### src/rtl/blink_cmd_defs.vh
// Timing constants and command codes for the blinking-LED command decoder.
// Assumes a 200 MHz system clock; every count is derived from the period.
`ifndef BLINK_CMD_DEFS_VH
`define BLINK_CMD_DEFS_VH

`define CLK_PERIOD_NS 5
`define ENTER_TIME_US 500
`define ENTER_BLANK_TIME_US 1500
// Entering window, rounded up (least time)
`define ENTER_CYCLES ((`ENTER_TIME_US * 1000 + `CLK_PERIOD_NS - 1) / `CLK_PERIOD_NS)
// Window plus blank, rounded down (longest time)
`define ENTER_BLANK_CYCLES ((`ENTER_BLANK_TIME_US * 1000) / `CLK_PERIOD_NS)
`define BLANK_CYCLES (`ENTER_BLANK_CYCLES - `ENTER_CYCLES)

// Sequence step tick: 1 ms on-time resolution
`define TICK_TIME_US 1000
`define TICK_CYCLES ((`TICK_TIME_US * 1000) / `CLK_PERIOD_NS)

`define CMD_RUN 3'h1
`define CMD_TRAIN_START 3'h2
`define CMD_TRAIN_END 3'h3
`define CMD_RUN_ONCE 3'h4

`define SEQ_SLOTS 3
`define ON_W 8
`define OFF_W 8
// Off intervals are stored in 10 ms units of the 1 ms tick
`define OFF_SCALE 10

`endif

### src/rtl/blink_player.v
// Replays the stored on/off intervals, once or repeatedly.
// Assumes the caller holds start high for one cycle and stop aborts play.
module blink_player #(
  parameter TICK_CYCLES = 200000
) (
  input wire sys_clk,
  input wire rst,
  input wire start,
  input wire repeat_en,
  input wire stop,
  input wire [1:0] slot_count,
  input wire [23:0] on_times,
  input wire [23:0] off_times,
  output reg led_on,
  output reg busy,
  output reg done
);
  reg [31:0] tick_cnt_q;
  reg [11:0] step_q;
  reg [1:0] slot_q;
  reg phase_off_q;
  wire tick = (tick_cnt_q == TICK_CYCLES - 1);

  function [11:0] off_len;
    input [7:0] v;
    begin
      off_len = v * 12'd10;
    end
  endfunction

  always @(posedge sys_clk) begin
    done <= 1'b0;
    if (rst || stop) begin
      busy <= 1'b0;
      led_on <= 1'b0;
      tick_cnt_q <= 32'h0;
      step_q <= 12'h0;
      slot_q <= 2'h0;
      phase_off_q <= 1'b0;
    end else if (start && !busy) begin
      busy <= 1'b1;
      led_on <= 1'b1;
      tick_cnt_q <= 32'h0;
      step_q <= 12'h0;
      slot_q <= 2'h0;
      phase_off_q <= 1'b0;
    end else if (busy) begin
      tick_cnt_q <= tick ? 32'h0 : tick_cnt_q + 32'h1;
      if (tick) begin
        step_q <= step_q + 12'h1;
        if (!phase_off_q && step_q + 12'h1 >= {4'h0, on_times[slot_q*8 +: 8]}) begin
          phase_off_q <= 1'b1;
          led_on <= 1'b0;
          step_q <= 12'h0;
        end else if (phase_off_q && step_q + 12'h1 >= off_len(off_times[slot_q*8 +: 8])) begin
          step_q <= 12'h0;
          phase_off_q <= 1'b0;
          if (slot_q + 2'h1 < slot_count) begin
            slot_q <= slot_q + 2'h1;
            led_on <= 1'b1;
          end else if (repeat_en) begin
            slot_q <= 2'h0;
            led_on <= 1'b1;
          end else begin
            busy <= 1'b0;
            done <= 1'b1;
          end
        end
      end
    end
  end
endmodule // blink_player

### src/rtl/led_blink_command_decoder.v
// Mode state machine and single-wire command decoder of the LED driver.
// Assumes ctrl_in is asynchronous to sys_clk and rst is the power-on reset.
`include "blink_cmd_defs.vh"

module led_blink_command_decoder #(
  parameter ENTER_CYCLES = `ENTER_CYCLES,
  parameter BLANK_CYCLES = `BLANK_CYCLES,
  parameter TICK_CYCLES = `TICK_CYCLES
) (
  input wire sys_clk,
  input wire rst,
  input wire ctrl_in,
  output reg led_out,
  output reg active
);
  // ------------------------------------------------------------
  // States
  // ------------------------------------------------------------
  localparam ST_STANDBY = 3'h0;
  localparam ST_ENTER = 3'h1;
  localparam ST_BLANK = 3'h2;
  localparam ST_WAIT_HIGH = 3'h3;
  localparam ST_RUN = 3'h4;
  localparam ST_RUN_ONCE = 3'h5;
  localparam ST_TRAIN = 3'h6;

  reg ctrl_meta_q, ctrl_sync_q, ctrl_prev_q;
  reg [2:0] state_q, state_d;
  reg [31:0] timer_q;
  reg [2:0] edges_q;
  reg [2:0] cmd_q;
  reg training_q;
  reg [1:0] slots_q;
  reg [23:0] on_q, off_q;
  reg [1:0] tslot_q;
  reg [1:0] tslots_q;
  reg tphase_off_q;
  reg [31:0] ttick_q;
  reg [11:0] tcnt_q;
  reg play_start_q;
  reg play_repeat_q;

  wire rise = ctrl_sync_q && !ctrl_prev_q;
  wire fall = !ctrl_sync_q && ctrl_prev_q;
  wire programmed = (slots_q != 2'h0);
  wire play_led, play_busy, play_done;
  wire play_stop = (state_q != ST_RUN) && (state_q != ST_RUN_ONCE);

  // Off intervals are kept in 10 ms units, saturating at the field's maximum
  function [7:0] off_code;
    input [11:0] t;
    reg [11:0] q;
    begin
      q = t / 12'ha;
      off_code = (q > 12'h0ff) ? 8'hff : q[7:0];
    end
  endfunction

  // ------------------------------------------------------------
  // Input synchroniser
  // ------------------------------------------------------------
  // Pin is asynchronous, so the first stage feeds no logic; edges come from the second and third stages
  always @(posedge sys_clk) begin
    if (rst) begin
      ctrl_meta_q <= 1'b0;
      ctrl_sync_q <= 1'b0;
      ctrl_prev_q <= 1'b0;
    end else begin
      ctrl_meta_q <= ctrl_in;
      ctrl_sync_q <= ctrl_meta_q;
      ctrl_prev_q <= ctrl_sync_q;
    end
  end

  // ------------------------------------------------------------
  // Mode state machine
  // ------------------------------------------------------------
  always @* begin
    state_d = state_q;
    case (state_q)
      ST_STANDBY: begin
        if (rise)
          state_d = ST_ENTER;
      end
      ST_ENTER: begin
        if (timer_q == ENTER_CYCLES - 1)
          state_d = ST_BLANK;
      end
      ST_BLANK: begin
        if (timer_q == BLANK_CYCLES - 1) begin
          if (training_q && edges_q != `CMD_TRAIN_END)
            state_d = ST_TRAIN; // any edge count other than the end command is just the next on interval
          else if (edges_q == 3'h0 || edges_q > 3'h4)
            state_d = ST_STANDBY;
          else if (!ctrl_sync_q && edges_q == 3'h1)
            state_d = ST_STANDBY;
          else if (!ctrl_sync_q)
            state_d = ST_WAIT_HIGH;
          else
            state_d = ST_WAIT_HIGH; // dispatched next cycle
        end
      end
      ST_WAIT_HIGH: begin
        if (ctrl_sync_q) begin
          case (cmd_q)
            `CMD_RUN: state_d = ST_RUN;
            `CMD_TRAIN_START: state_d = ST_TRAIN;
            `CMD_TRAIN_END: state_d = ST_STANDBY;
            `CMD_RUN_ONCE: state_d = programmed ? ST_RUN_ONCE : ST_STANDBY;
            default: state_d = ST_STANDBY;
          endcase
        end
      end
      ST_RUN: begin
        if (!ctrl_sync_q)
          state_d = ST_STANDBY;
      end
      ST_RUN_ONCE: begin
        if (!ctrl_sync_q || play_done)
          state_d = ST_STANDBY;
      end
      ST_TRAIN: begin
        if (rise)
          state_d = ST_ENTER; // a new command may arrive
      end
      default: state_d = ST_STANDBY;
    endcase
  end

  // ------------------------------------------------------------
  // Timers, edge counter, sequence store
  // ------------------------------------------------------------
  always @(posedge sys_clk) begin
    play_start_q <= 1'b0;
    if (rst) begin
      state_q <= ST_STANDBY;
      timer_q <= 32'h0;
      edges_q <= 3'h0;
      cmd_q <= 3'h0;
      training_q <= 1'b0;
      slots_q <= 2'h0;
      on_q <= 24'h0;
      off_q <= 24'h0;
      tslot_q <= 2'h0;
      tslots_q <= 2'h0;
      tphase_off_q <= 1'b0;
      ttick_q <= 32'h0;
      tcnt_q <= 12'h0;
      play_repeat_q <= 1'b0;
    end else begin
      state_q <= state_d;
      timer_q <= (state_d != state_q) ? 32'h0 : timer_q + 32'h1;
      if (state_q != ST_ENTER && state_d == ST_ENTER)
        edges_q <= 3'h1; // opening edge counts
      else if (state_q == ST_ENTER && rise && edges_q != 3'h7)
        edges_q <= edges_q + 3'h1;
      if (state_q == ST_BLANK && state_d == ST_WAIT_HIGH)
        cmd_q <= edges_q;
      if (state_q == ST_WAIT_HIGH && state_d == ST_TRAIN) begin
        training_q <= 1'b1;
        tslot_q <= 2'h0;
        tslots_q <= 2'h0;
        tphase_off_q <= 1'b0;
        ttick_q <= 32'h0;
        tcnt_q <= 12'h0;
      end
      if (state_q == ST_WAIT_HIGH && cmd_q == `CMD_TRAIN_END && ctrl_sync_q && training_q) begin
        // Opening rise already closed an off interval; an open on interval is dropped
        slots_q <= tslots_q;
        training_q <= 1'b0;
      end
      // Capture in 1 ms ticks while training, also while a window is open
      if (state_q == ST_TRAIN ||
          training_q && (state_q == ST_ENTER || state_q == ST_BLANK)) begin
        ttick_q <= (ttick_q == TICK_CYCLES - 1) ? 32'h0 : ttick_q + 32'h1;
        if (ttick_q == TICK_CYCLES - 1 && tcnt_q != 12'hfff)
          tcnt_q <= tcnt_q + 12'h1;
        if (fall && !tphase_off_q) begin
          on_q[tslot_q*8 +: 8] <= tcnt_q[11:8] == 4'h0 ? tcnt_q[7:0] : 8'hff;
          tphase_off_q <= 1'b1;
          tcnt_q <= 12'h0;
        end
        // Rises inside a window are command edges, not off-interval ends
        if (rise && tphase_off_q && state_q == ST_TRAIN) begin
          off_q[tslot_q*8 +: 8] <= off_code(tcnt_q);
          tslots_q <= tslot_q + 2'h1;
          if (tslot_q != 2'h2)
            tslot_q <= tslot_q + 2'h1;
          tphase_off_q <= 1'b0;
          tcnt_q <= 12'h0;
        end
      end
      if (state_d == ST_RUN_ONCE && state_q != ST_RUN_ONCE ||
          state_d == ST_RUN && state_q != ST_RUN && programmed) begin
        play_start_q <= 1'b1;
        play_repeat_q <= (state_d == ST_RUN);
      end
    end
  end

  blink_player #(
    .TICK_CYCLES(TICK_CYCLES)
  ) u_player (
    .sys_clk(sys_clk),
    .rst(rst),
    .start(play_start_q),
    .repeat_en(play_repeat_q),
    .stop(play_stop),
    .slot_count(slots_q),
    .on_times(on_q),
    .off_times(off_q),
    .led_on(play_led),
    .busy(play_busy),
    .done(play_done)
  );

  // ------------------------------------------------------------
  // Outputs
  // ------------------------------------------------------------
  always @(posedge sys_clk) begin
    if (rst) begin
      led_out <= 1'b0;
      active <= 1'b0;
    end else begin
      active <= (state_d != ST_STANDBY);
      case (state_d)
        ST_RUN: led_out <= programmed ? play_led : ctrl_sync_q;
        ST_RUN_ONCE: led_out <= play_led;
        ST_TRAIN: led_out <= ctrl_sync_q;
        ST_ENTER, ST_BLANK: led_out <= training_q && ctrl_sync_q;
        default: led_out <= 1'b0;
      endcase
    end
  end
endmodule // led_blink_command_decoder

### config.mk
export PLATFORM = sky130hd
export DESIGN_NAME = led_blink_command_decoder
export DESIGN_NICKNAME = d
export VERILOG_FILES = /design/src/rtl/blink_player.v /design/src/rtl/led_blink_command_decoder.v
export VERILOG_INCLUDE_DIRS = /design/src /design/src/rtl
export SDC_FILE = /design/constraint.sdc
export NUM_CORES = 1
export LEC_CHECK = 0
export BUFFER_PORTS_ARGS = -buffer_cell sky130_fd_sc_hd__buf_4
export CAP_MARGIN = 20
export CORE_MARGIN = 5
export CORE_UTILIZATION = 56
export CTS_BUF_LIST = sky130_fd_sc_hd__clkbuf_8
export CTS_CLUSTER_DIAMETER = 100
export DETAILED_ROUTE_END_ITERATION = 8
export PLACE_DENSITY = 0.79
export SLEW_MARGIN = 20
export SYNTH_ARGS = -nofsm -noshare
export SYNTH_HDL_FRONTEND = slang
export SYNTH_SLANG_ARGS = --single-unit
### constraint.sdc
create_clock -name sys_clk -period 7.67 [get_ports sys_clk]
set_clock_uncertainty 0.15 [all_clocks]
set_input_delay 0.3835 -clock sys_clk [delete_from_list [all_inputs] [get_ports sys_clk]]
set_output_delay 0.3835 -clock sys_clk [all_outputs]
set_load 0.02 [all_outputs]
==> impl_metrics.tcl, run 1 <==
set metrics [dict create \
    status "finished, final reports clean" \
    antenna_left 0 \
    synth_cell_types 79 \
    grt_max_degree 68 \
    num_io_pins 5 \
    die_area_sq_um 23600 \
    clock-sinks 198 \
    yosysSeqAreaShare 0.342 \
    synth.area.top_cells "dfxtp_1, nor2_1, ha_1" \
    synth_enable_flop_cells 0 \
    path_cells "nor2b_1 > buf_4 > nand2_1 > o21a_1 > inv_1 > ha_1 > ha_1 > inv_1 > fa_1 > inv_1 > a21oi_1 > o21bai_1 > xnor2_1 > ha_1 > a21o_1 > a21o_1 > a21oi_1 > o21ai_0 > a21o_1 > and2_1 > and3_1 > a2111oi_0" \
    cts_buffers 17 \
    slowest_delay_ps 1020 \
    vias_per_cell 6.01 \
    cp.required_ps 7870 \
    post_drt_wl_per_cell_um 14.8 \
    rrSetupSlack_ps 2200 \
    fin_setup_tns_ps 0 \
    async_flop_share 0 \
    slew_headroom 0.307 \
    fp-row-count 52 \
    synth-seq-cells 198 \
    final_nets 1509 \
    synth-main-ff-cell "dfxtp_1" \
    synth_area_leader_cell "dfxtp_1" \
    via_count 10456 \
    cp_max_fo 19 \
    hold_buffers 1 \
    synth_top_cell_area_share 0.342 \
    core_sq_um 20300 \
    fin_crit_ps 5470 \
    htree_levels 4 \
    avgSynthCellArea_sq_um 7.66 \
    die_x_um 154 \
    finalMaxSlewViolations 0 \
    antenna_found_initial 0 \
    firstDrtPassIters 5 \
    cts_tree "done" \
    vdd_drop_max_v 0.000101 \
    critPathLaunchType "flop" \
    cap_violations 0 \
    cts_resized 0 \
    power.density_nw_per_um2 142 \
    dp_hpwl_um 17700 \
    post_cts_buffers 0 \
    wl_um 25800 \
    critical_path.startpoint "u_player.slot_q[1]$_SDFFE_PP0P_" \
    syn_inst 1512 \
    fmax_mhz 183 \
    grt_setup_unrepaired "no" \
    grt_overflow 0 \
    crit_type "flop to flop" \
    grt_pass1_wl_um 44000 \
    netlist_area_sq_um 11600 \
    die_h_um 154 \
    drive_gt1_frac 0.0442 \
    hold_viol 0 \
    synth_fp_nets 1564 \
    timing.hold.ws_ps 216 \
    hp-start "rst" \
    end_kind "flop" \
    worstSkewPairLatency_ps 480 \
    worstMarginPinSlew_ps 1040 \
    start_util 0.570 \
    drc_errors 0 \
    period_share 0.714 \
    initialDrtViolationCount 824 \
    grt_pass1_vias 9284 \
    routabilityCongestion 0.879 \
    path_clk_slew_ps 100 \
    cpMaxStageDelayCell "dfxtp_1" \
    cp.arrival_ps 5670 \
    port_buffers 4 \
    p_leak_nw 4.31 \
    track_usage 0.213 \
    yosysWarnings 0 \
    hold_class "input pin to flop" \
    area_delta_synth_final_pct 3.97 \
    cts_root_buffer "clkbuf_8" \
    r2r_start "u_player.slot_q[1]$_SDFFE_PP0P_" \
    clk_path_buf_depth 2 \
    setup_viol_count_final 0 \
    num_antenna_cells 0 \
]
==> synth_stat cells (all sizes together) (6+ instances only) <==
cell type and count:
a211oi 9, a21o 17, a21oi 111, a22o 7, a22oi 18, a311oi 11
a31oi 12, and2 10, and3 28, buf 19, clkbuf 70, dfxtp 198
ha 48, inv 41, mux2i 26, nand2 126, nand2b 15, nand3 64
nand3b 15, nand4 27, nand4b 6, nor2 256, nor2b 13, nor3 46
nor3b 7, nor4 20, nor4b 7, o211ai 7, o21a 10, o21ai 79
o22ai 6, or2 8, or3 15, xnor2 36, xor2 49
==> kinds of logic (layout without fill, tap and decap cells) <==
kind of cell               after synthesis  count (layout)  share of synthesized area
AOI/OAI and AO/OA                      342             342                      0.189
xor gates and xnor gates                85              85                     0.0650
adders and majority gates               49              49                     0.0536
buffers and inverters                  132              89                     0.0444
DFF                                    198             198                      0.342
muxes                                   29              29                     0.0257
and+or+nand+nor                        677             677                      0.280
==> state kept, by name (all words and copies together), names as in the netlist, 2 cells and up <==
name,cells
timer_q,32
state_q,3
off_q,24
tcnt_q,12
edges_q,3
tslots_q,2
u_player.tick_cnt_q,32
slots_q,2
on_q,24
u_player.step_q,12
cmd_q,3
tslot_q,2
ttick_q,32
u_player.slot_q,2
==> cell usage in the layout, fill, tap and decap left out, drive strengths merged, types with 8 or more instances in the layout <==
cell    netlist  layout
nor2        256     256
dfxtp       198     198
nand2       126     126
a21oi       111     111
o21ai        79      79
nand3        64      64
xor2         49      49
ha           48      48
inv          41      48
nor3         46      46
xnor2        36      36
and3         28      28
nand4        27      27
mux2i        26      26
nor4         20      20
a22oi        18      18
a21o         17      17
clkbuf       70      17
or3          15      15
nand2b       15      15
nand3b       15      15
buf          19      14
nor2b        13      13
a31oi        12      12
a311oi       11      11
o21a         10      10
and2         10      10
a211oi        9       9
or2           8       8
==> where the power goes <==
part           leakage, nW  switching (mW)  internal (mW)
Combinational         2.53          0.0227        0.00783
Sequential            1.60         0.00433           1.03
Clock                0.190           0.383          0.259
==> worst max-delay path, delay by kind of cell (launching register included) <==
kind,cells,cell delay [ps]
AOI/OAI and AO/OA,9,1630
adders and majority gates,4,1090
DFF,1,1020
and+or+nand+nor,4,800
buffers and inverters,4,460
xor gates and xnor gates,1,170
==> routing by layer <==
layer  GRT usage  vias up  share of wire
li1            -     5250              -
met1       0.310     4910           0.49
met2       0.330      263           0.45
met3      0.0264       33          0.042
met4      0.0664        0          0.017
met5           0        -              0
==> cell type report <==
type / count / area, sq um
Inverter: 43 / 161
Fill cell: 1865 / 8260
Sequential cell: 198 / 3960
Timing Repair Buffer: 15 / 115
Tap cell: 270 / 338
Clock inverter: 14 / 125
Clock buffer: 17 / 234
Multi-Input combinational cell: 1182 / 7100
==> through the flow <==
stage                     instances  utilization  setup WS (ps)  cell area, sq um  power, mW
final                          1739        0.593           2200             12000       1.71
after global routing           1739        0.593           1740             12000       1.77
after global placement         1706        0.574           2500             11700       1.09
after detailed placement       1706        0.574           2310             11700       1.09
after floorplan                1512            -           2960             11600       1.08
after CTS                      1738        0.593           2270             12000       1.72
==> path summary, 6_finish.rpt <==
kind                              endpoint  depth (start not counted)
setup reg to reg  u_player.busy$_SDFF_PP0_                         22
hold reg to reg     ctrl_sync_q$_SDFF_PP0_                          1
hold / removal      off_q[12]$_SDFFE_PP0P_                          2
setup / recovery  u_player.busy$_SDFF_PP0_                         22
No activity file was read; power rests on OpenSTA's default activity.
==> run 2, diff against run 1 <==
Clock period 7.67 ns to 5.6 ns, I/O delays scaled along.
==> run 2 against run 1 <==
Maximum frequency grew 16%. Clock-buffer cell count stayed put. Register-to-register slack lost 1300 ps. Die area stayed put. Final area increased by 0.31%. Largest power group unchanged.
==> impl_metrics.tcl, run 2 (synthesis gave the netlist of run 1 again) <==
set metrics [dict create \
    postLayoutCoreUtil 0.595 \
    dpl_worst_slack_ps 916 \
    timing.hold.ws_ps 133 \
    final_cell_mix "nor2_1, dfxtp_1, nand2_1, a21oi_1, o21ai_0" \
    antenna_left 0 \
    cts_root_buffer "clkbuf_8" \
    setup_viol_count_final 0 \
    mostFrequentLayoutCell "nor2_1" \
    vias_per_cell 6.02 \
    p_leak_nw 4.32 \
    hold_class "input pin to flop" \
    routabilityCongestion 0.911 \
    worstMarginPinSlew_ps 1060 \
    wl_um 26200 \
    path_cells "nor2b_1 > buf_4 > nand2_1 > o21ai_0 > ha_1 > ha_1 > inv_1 > fa_1 > inv_1 > a21oi_1 > o21bai_1 > xnor2_1 > ha_1 > a21o_1 > a21o_1 > a21oi_1 > o21ai_0 > a21o_1 > and2_1 > and3_1 > a2111oi_0" \
    drc_errors 0 \
    power.total_mw 2.35 \
    hold_buffers 1 \
    post_drt_wl_per_cell_um 15.0 \
    critPathLaunchType "flop" \
    cp.arrival_ps 4920 \
    area_delta_synth_final_pct 4.29 \
    final_nets 1512 \
    drive_gt1_frac 0.0468 \
    comb_power_share 0.018 \
    cts_buffers 17 \
    vdd_drop_max_v 0.000134 \
    status "finished, final reports clean" \
    n_fill_cell 1858 \
    grt_pass1_vias 9402 \
    power.internal_mw 1.75 \
    grt_max_degree 64 \
    die_area_sq_um 23600 \
    period_share 0.840 \
    grt_overflow 0 \
    dp_hpwl_um 18100 \
    port_buffers 4 \
    slew_headroom 0.294 \
    fp-row-count 52 \
    fin_setup_tns_ps 0 \
    dpl_cell_area_sq_um 11700 \
    switchingPower_uw 599 \
    post_cts_buffers 0 \
    initialDrtViolationCount 788 \
    cp_top_family "compound AO/OA/AOI/OAI gates" \
    num_antenna_cells 0 \
    power_frac_clock 0.378 \
    core_sq_um 20300 \
    track_usage 0.217 \
    cp.required_ps 5810 \
    final_cells 1743 \
    largest_registers "timer_q x32, ttick_q x32, u_player.tick_cnt_q x32" \
    p_sw_frac 0.255 \
    num_io_pins 5 \
    hold_viol 0 \
    clk_path_buf_depth 2 \
    die_x_um 154 \
    slowest_delay_ps 650 \
    finalWorstSetupSlack_ps 895 \
    via_count 10499 \
    worstSkewPairLatency_ps 480 \
    grt_pass1_wl_um 44700 \
    antenna_found_initial 0 \
    crit_type "flop to flop" \
    p_seq_frac 0.604 \
    fmax_mhz 213 \
    fin_crit_ps 4710 \
    path_clk_slew_ps 110 \
    path_buf_inv 3 \
    design_area_sq_um 12100 \
    end_kind "flop" \
    cap_violations 0 \
    power.density_nw_per_um2 195 \
    cp_max_fo 17 \
    die_h_um 154 \
    firstDrtPassIters 5 \
    cpMaxStageDelayCell "dfxtp_1" \
    place_inst 1710 \
    start_util 0.570 \
    clock-sinks 198 \
    htree_levels 4 \
    cts_resized 0 \
    cts_tree "done" \
    grt_setup_unrepaired "no" \
    finalMaxSlewViolations 0 \
]
-- run 2: cell types whose count changed in the layout (fill, tap and decap cells not counted), sizes merged --
| cell | change |
|---|---|
| bufinv | -1 |
| clkinv | -1 |
| inv | +1 |
| buf | +3 |
| clkinvlp | +2 |
-- run 2: power groups by stage --
stage               sequential (mW)  combinational, mW  clock, mW
detailed placement             1.45             0.0414          0
finish                         1.42             0.0421      0.889
global placement               1.45             0.0408          0
CTS                            1.42             0.0421      0.911
floorplan                      1.45             0.0346          0
global route                   1.42             0.0468      0.970
-- run 2: layout make-up --
cell class	instances	area, sq um	share of cell area
sequential	198	3960	0.328
inverter	43	161	0.0134
multi-input combinational	1182	7100	0.588
clock inverter	15	140	0.0116
timing repair buffer	18	138	0.0114
clock buffer	17	234	0.0194
tap	270	338	0.0280
-- run 2: worst register-to-register path, delay by kind of cell, from the launching register on --
family / cells / cell delay, ps
XOR/XNOR: 1 / 150
AND/OR/NAND/NOR: 4 / 540
flip-flops: 1 / 650
adder cells (fa/ha/maj): 4 / 1150
AO/OA/AOI/OAI: 9 / 1620
buffers and inverters: 3 / 340
-- run 2: routing by layer --
metal	share of wire	track usage	vias to the layer above	wire length, um
met3	0.052	0.0329	17	1350
met5	0	0	-	0
met2	0.46	0.351	277	12100
li1	-	-	5268	-
met1	0.48	0.309	4937	12500
met4	0.0082	0.0458	0	215
-- run 2: final timing paths --
check	slack [ps]	cells after the start	end	startpoint
hold reg to reg	300	1	ctrl_sync_q$_SDFF_PP0_	ctrl_meta_q$_SDFF_PP0_
setup / recovery	890	21	u_player.busy$_SDFF_PP0_	u_player.slot_q[1]$_SDFFE_PP0P_
hold / removal	130	2	off_q[3]$_SDFFE_PP0P_	rst
setup reg to reg	890	21	u_player.busy$_SDFF_PP0_	u_player.slot_q[1]$_SDFFE_PP0P_
==> run 3, diff against run 2 <==
Settings changed: ABC_AREA set to 1.
Clock period 5.6 ns to 4.5 ns, I/O delays scaled along.
==> run 3 against run 2 <==
Maximum frequency is 13% higher. Synthesized area decreased by 1.3%. Global-route usage is 0.14 points lower. Largest cell class unchanged. Combinational power up 120%. Worst setup slack got worse by 550 ps. Die area decreased by 1.2%.
==> impl_metrics.tcl, run 3 <==
set metrics [dict create \
    slew_headroom 0.308 \
    grt_pass1_wl_um 44100 \
    cp.required_ps 4730 \
    r2r_cells 22 \
    grt_setup_unrepaired "no" \
    worstMarginPinSlew_ps 1030 \
    netlist_area_sq_um 11400 \
    synth-seq-cells 198 \
    worst_r2r_endpoint "u_player.slot_q[0]$_SDFFE_PP0P_" \
    yosysSeqAreaShare 0.347 \
    fmax_mhz 241 \
    p_sw_frac 0.241 \
    design_area_sq_um 12100 \
    synth_enable_flop_cells 0 \
    via_count 10652 \
    end_kind "flop" \
    port_buffers 4 \
    routabilityCongestion 0.883 \
    antenna_left 0 \
    fin_setup_tns_ps 0 \
    drive_gt1_frac 0.0797 \
    grt_max_degree 92 \
    comb_power_share 0.032 \
    switchingPower_uw 700 \
    async_flop_share 0 \
    antenna_found_initial 0 \
    syn_inst 1655 \
    drc_errors 0 \
    area_delta_synth_final_pct 6.29 \
    largest_registers "timer_q x32, ttick_q x32, u_player.tick_cnt_q x32" \
    synthTopCellsByCount "nand2_1, inv_1, dfxtp_1" \
    synth_cell_types 58 \
    finalMaxSlewViolations 0 \
    initialDrtViolationCount 736 \
    mostFrequentLayoutCell "nand2_1" \
    hold_class "input pin to flop" \
    cap_violations 0 \
    status "finished, final reports clean" \
    fin_crit_ps 4150 \
    cts_buffers 17 \
    firstDrtPassIters 6 \
    clk_path_buf_depth 2 \
    power.density_nw_per_um2 240 \
    critPathLaunchType "flop" \
    hp-start "rst" \
    post_drt_wl_per_cell_um 13.0 \
    start_util 0.566 \
    r2r_start "u_player.slot_q[0]$_SDFFE_PP0P_" \
    avgSynthCellArea_sq_um 6.90 \
    die_x_um 153 \
    final_nets 1709 \
    whs_endpoint "u_player.busy$_SDFF_PP0_" \
    track_usage 0.216 \
    path_clk_slew_ps 100 \
    rrSetupSlack_ps 350 \
    htree_levels 4 \
    dpl_cell_area_sq_um 11800 \
    p_seq_frac 0.608 \
    core_sq_um 20200 \
    grt_pass1_vias 9941 \
    wl_um 25200 \
    synth_area_leader_cell "dfxtp_1" \
    crit_type "flop to flop" \
    hold_viol 0 \
    synth_fp_nets 1707 \
    power.total_mw 2.91 \
    yosysWarnings 0 \
    cp_max_fo 9 \
    vias_per_cell 5.49 \
    dp_hpwl_um 18500 \
    synth.most_common_cell "nand2_1" \
    worstSkewPairLatency_ps 470 \
    vdd_drop_max_v 0.000130 \
    num_io_pins 5 \
    power.internal_mw 2.21 \
    synth.area.top_cells "dfxtp_1, nand2_1, inv_1" \
    synth-main-ff-cell "dfxtp_1" \
    final_cell_mix "nand2_1, inv_1, dfxtp_1, nor2_1, a21oi_1" \
    setup_viol_count_final 0 \
    die_area_sq_um 23400 \
    fp-row-count 52 \
    clock-sinks 198 \
    power_frac_clock 0.361 \
    p_leak_nw 4.66 \
    synth_top_cell_area_share 0.347 \
    min_path_cells 5 \
    grt_overflow 0 \
    num_antenna_cells 0 \
    period_share 0.923 \
    die_h_um 153 \
    cts_root_buffer "clkbuf_8" \
    cts_tree "done" \
    cp.arrival_ps 4380 \
]
-- run 3: cell types whose count changed in the layout (fill, tap and decap cells not counted), moves of 14 or more --
cell	change
a21o_1	-16
nor2_1	-99
nand2_1	+214
a21oi_1	+33
nand2_2	+17
xor2_1	-25
nand3_1	+34
and3_1	-26
xnor2_1	-30
nand3b_1	-15
inv_1	+174
nand2b_1	-15
nor3_1	+14
mux2i_1	-25
-- run 3: worst max path at each step --
stage          depth (start not counted)                             from                          endpoint
2_1_floorplan                         25  u_player.slot_q[1]$_SDFFE_PP0P_  u_player.step_q[10]$_SDFFE_PP0P_
3_3_place_gp                          23  u_player.slot_q[0]$_SDFFE_PP0P_   u_player.step_q[8]$_SDFFE_PP0P_
3_5_place_dp                          23  u_player.slot_q[0]$_SDFFE_PP0P_   u_player.step_q[3]$_SDFFE_PP0P_
4_1_cts                               23  u_player.slot_q[0]$_SDFFE_PP0P_   u_player.step_q[3]$_SDFFE_PP0P_
5_1_grt                               21  u_player.slot_q[0]$_SDFFE_PP0P_   u_player.step_q[3]$_SDFFE_PP0P_
6_report                              22  u_player.slot_q[0]$_SDFFE_PP0P_   u_player.slot_q[0]$_SDFFE_PP0P_
-- run 3: cell type report --
| class | instances | area, sq um |
|---|---|---|
| Inverter | 234 | 883 |
| Fill cell | 1883 | 8030 |
| Clock buffer | 20 | 275 |
| Sequential cell | 198 | 3970 |
| Timing Repair Buffer | 23 | 175 |
| Clock inverter | 11 | 77.6 |
| Multi-Input combinational cell | 1183 | 6430 |
| Tap cell | 270 | 338 |
-- run 3: metrics by stage --
stage          utilization  hold WS, ps  cells  setup slack [ps]
2_1_floorplan            -          182   1655              9.35
3_3_place_gp         0.583          245   1907               230
3_5_place_dp         0.583          247   1907               139
4_1_cts              0.601         30.8   1939               126
5_1_grt              0.602         39.1   1939              10.8
6_report             0.602         58.5   1939               348
-- run 3: logic make-up (layout without fill, tap and decap cells) --
group	count (synthesis)	count (layout)	synth area share
simple gates	801	801	0.325
compound gates	304	304	0.158
buf+inv	274	288	0.0927
flops	198	198	0.347
fa+ha+maj	49	49	0.0543
xor+xnor	29	29	0.0222
-- run 3: per-layer routing --
layer / part of all wire / GRT usage / up-vias
met3: 0.036 / 0.0317 / 26
met2: 0.48 / 0.367 / 202
li1: - / - / 5513
met5: 0 / 0 / -
met4: 0.011 / 0.0590 / 0
met1: 0.48 / 0.288 / 4911
-- run 3: worst max-delay path: stages, from the launching register on --
cell and delay (ps):
dfxtp_2 350, buf_4 160, nor2_4 160, buf_4 150, nand2_1 50, o31ai_1 100
ha_1 300, ha_1 350, a21oi_1 150, and2_1 160, inv_1 40, a21oi_1 110
o21ai_0 140, xnor2_1 160, ha_1 280, o21a_1 110, o21a_1 100, o21ai_0 60
nand2_1 110, nand2_2 80, nor3_1 410, a21oi_1 120, a211oi_1 230
-- run 3: power by group through the flow --
stage	registers [mW]	clock network (mW)	logic, mW
2_1_floorplan	1.81	0	0.0659
3_3_place_gp	1.81	0	0.0893
3_5_place_dp	1.81	0	0.0904
4_1_cts	1.77	1.07	0.0912
5_1_grt	1.77	1.14	0.103
6_report	1.77	1.05	0.0919
-- run 3: repair_timing --
item                       in CTS  in global routing
resized for setup               0                  8
hold buffers                    1                  0
buffers inserted                0                  0
setup endpoints to repair       0                 15
hold endpoints to repair        1                  0
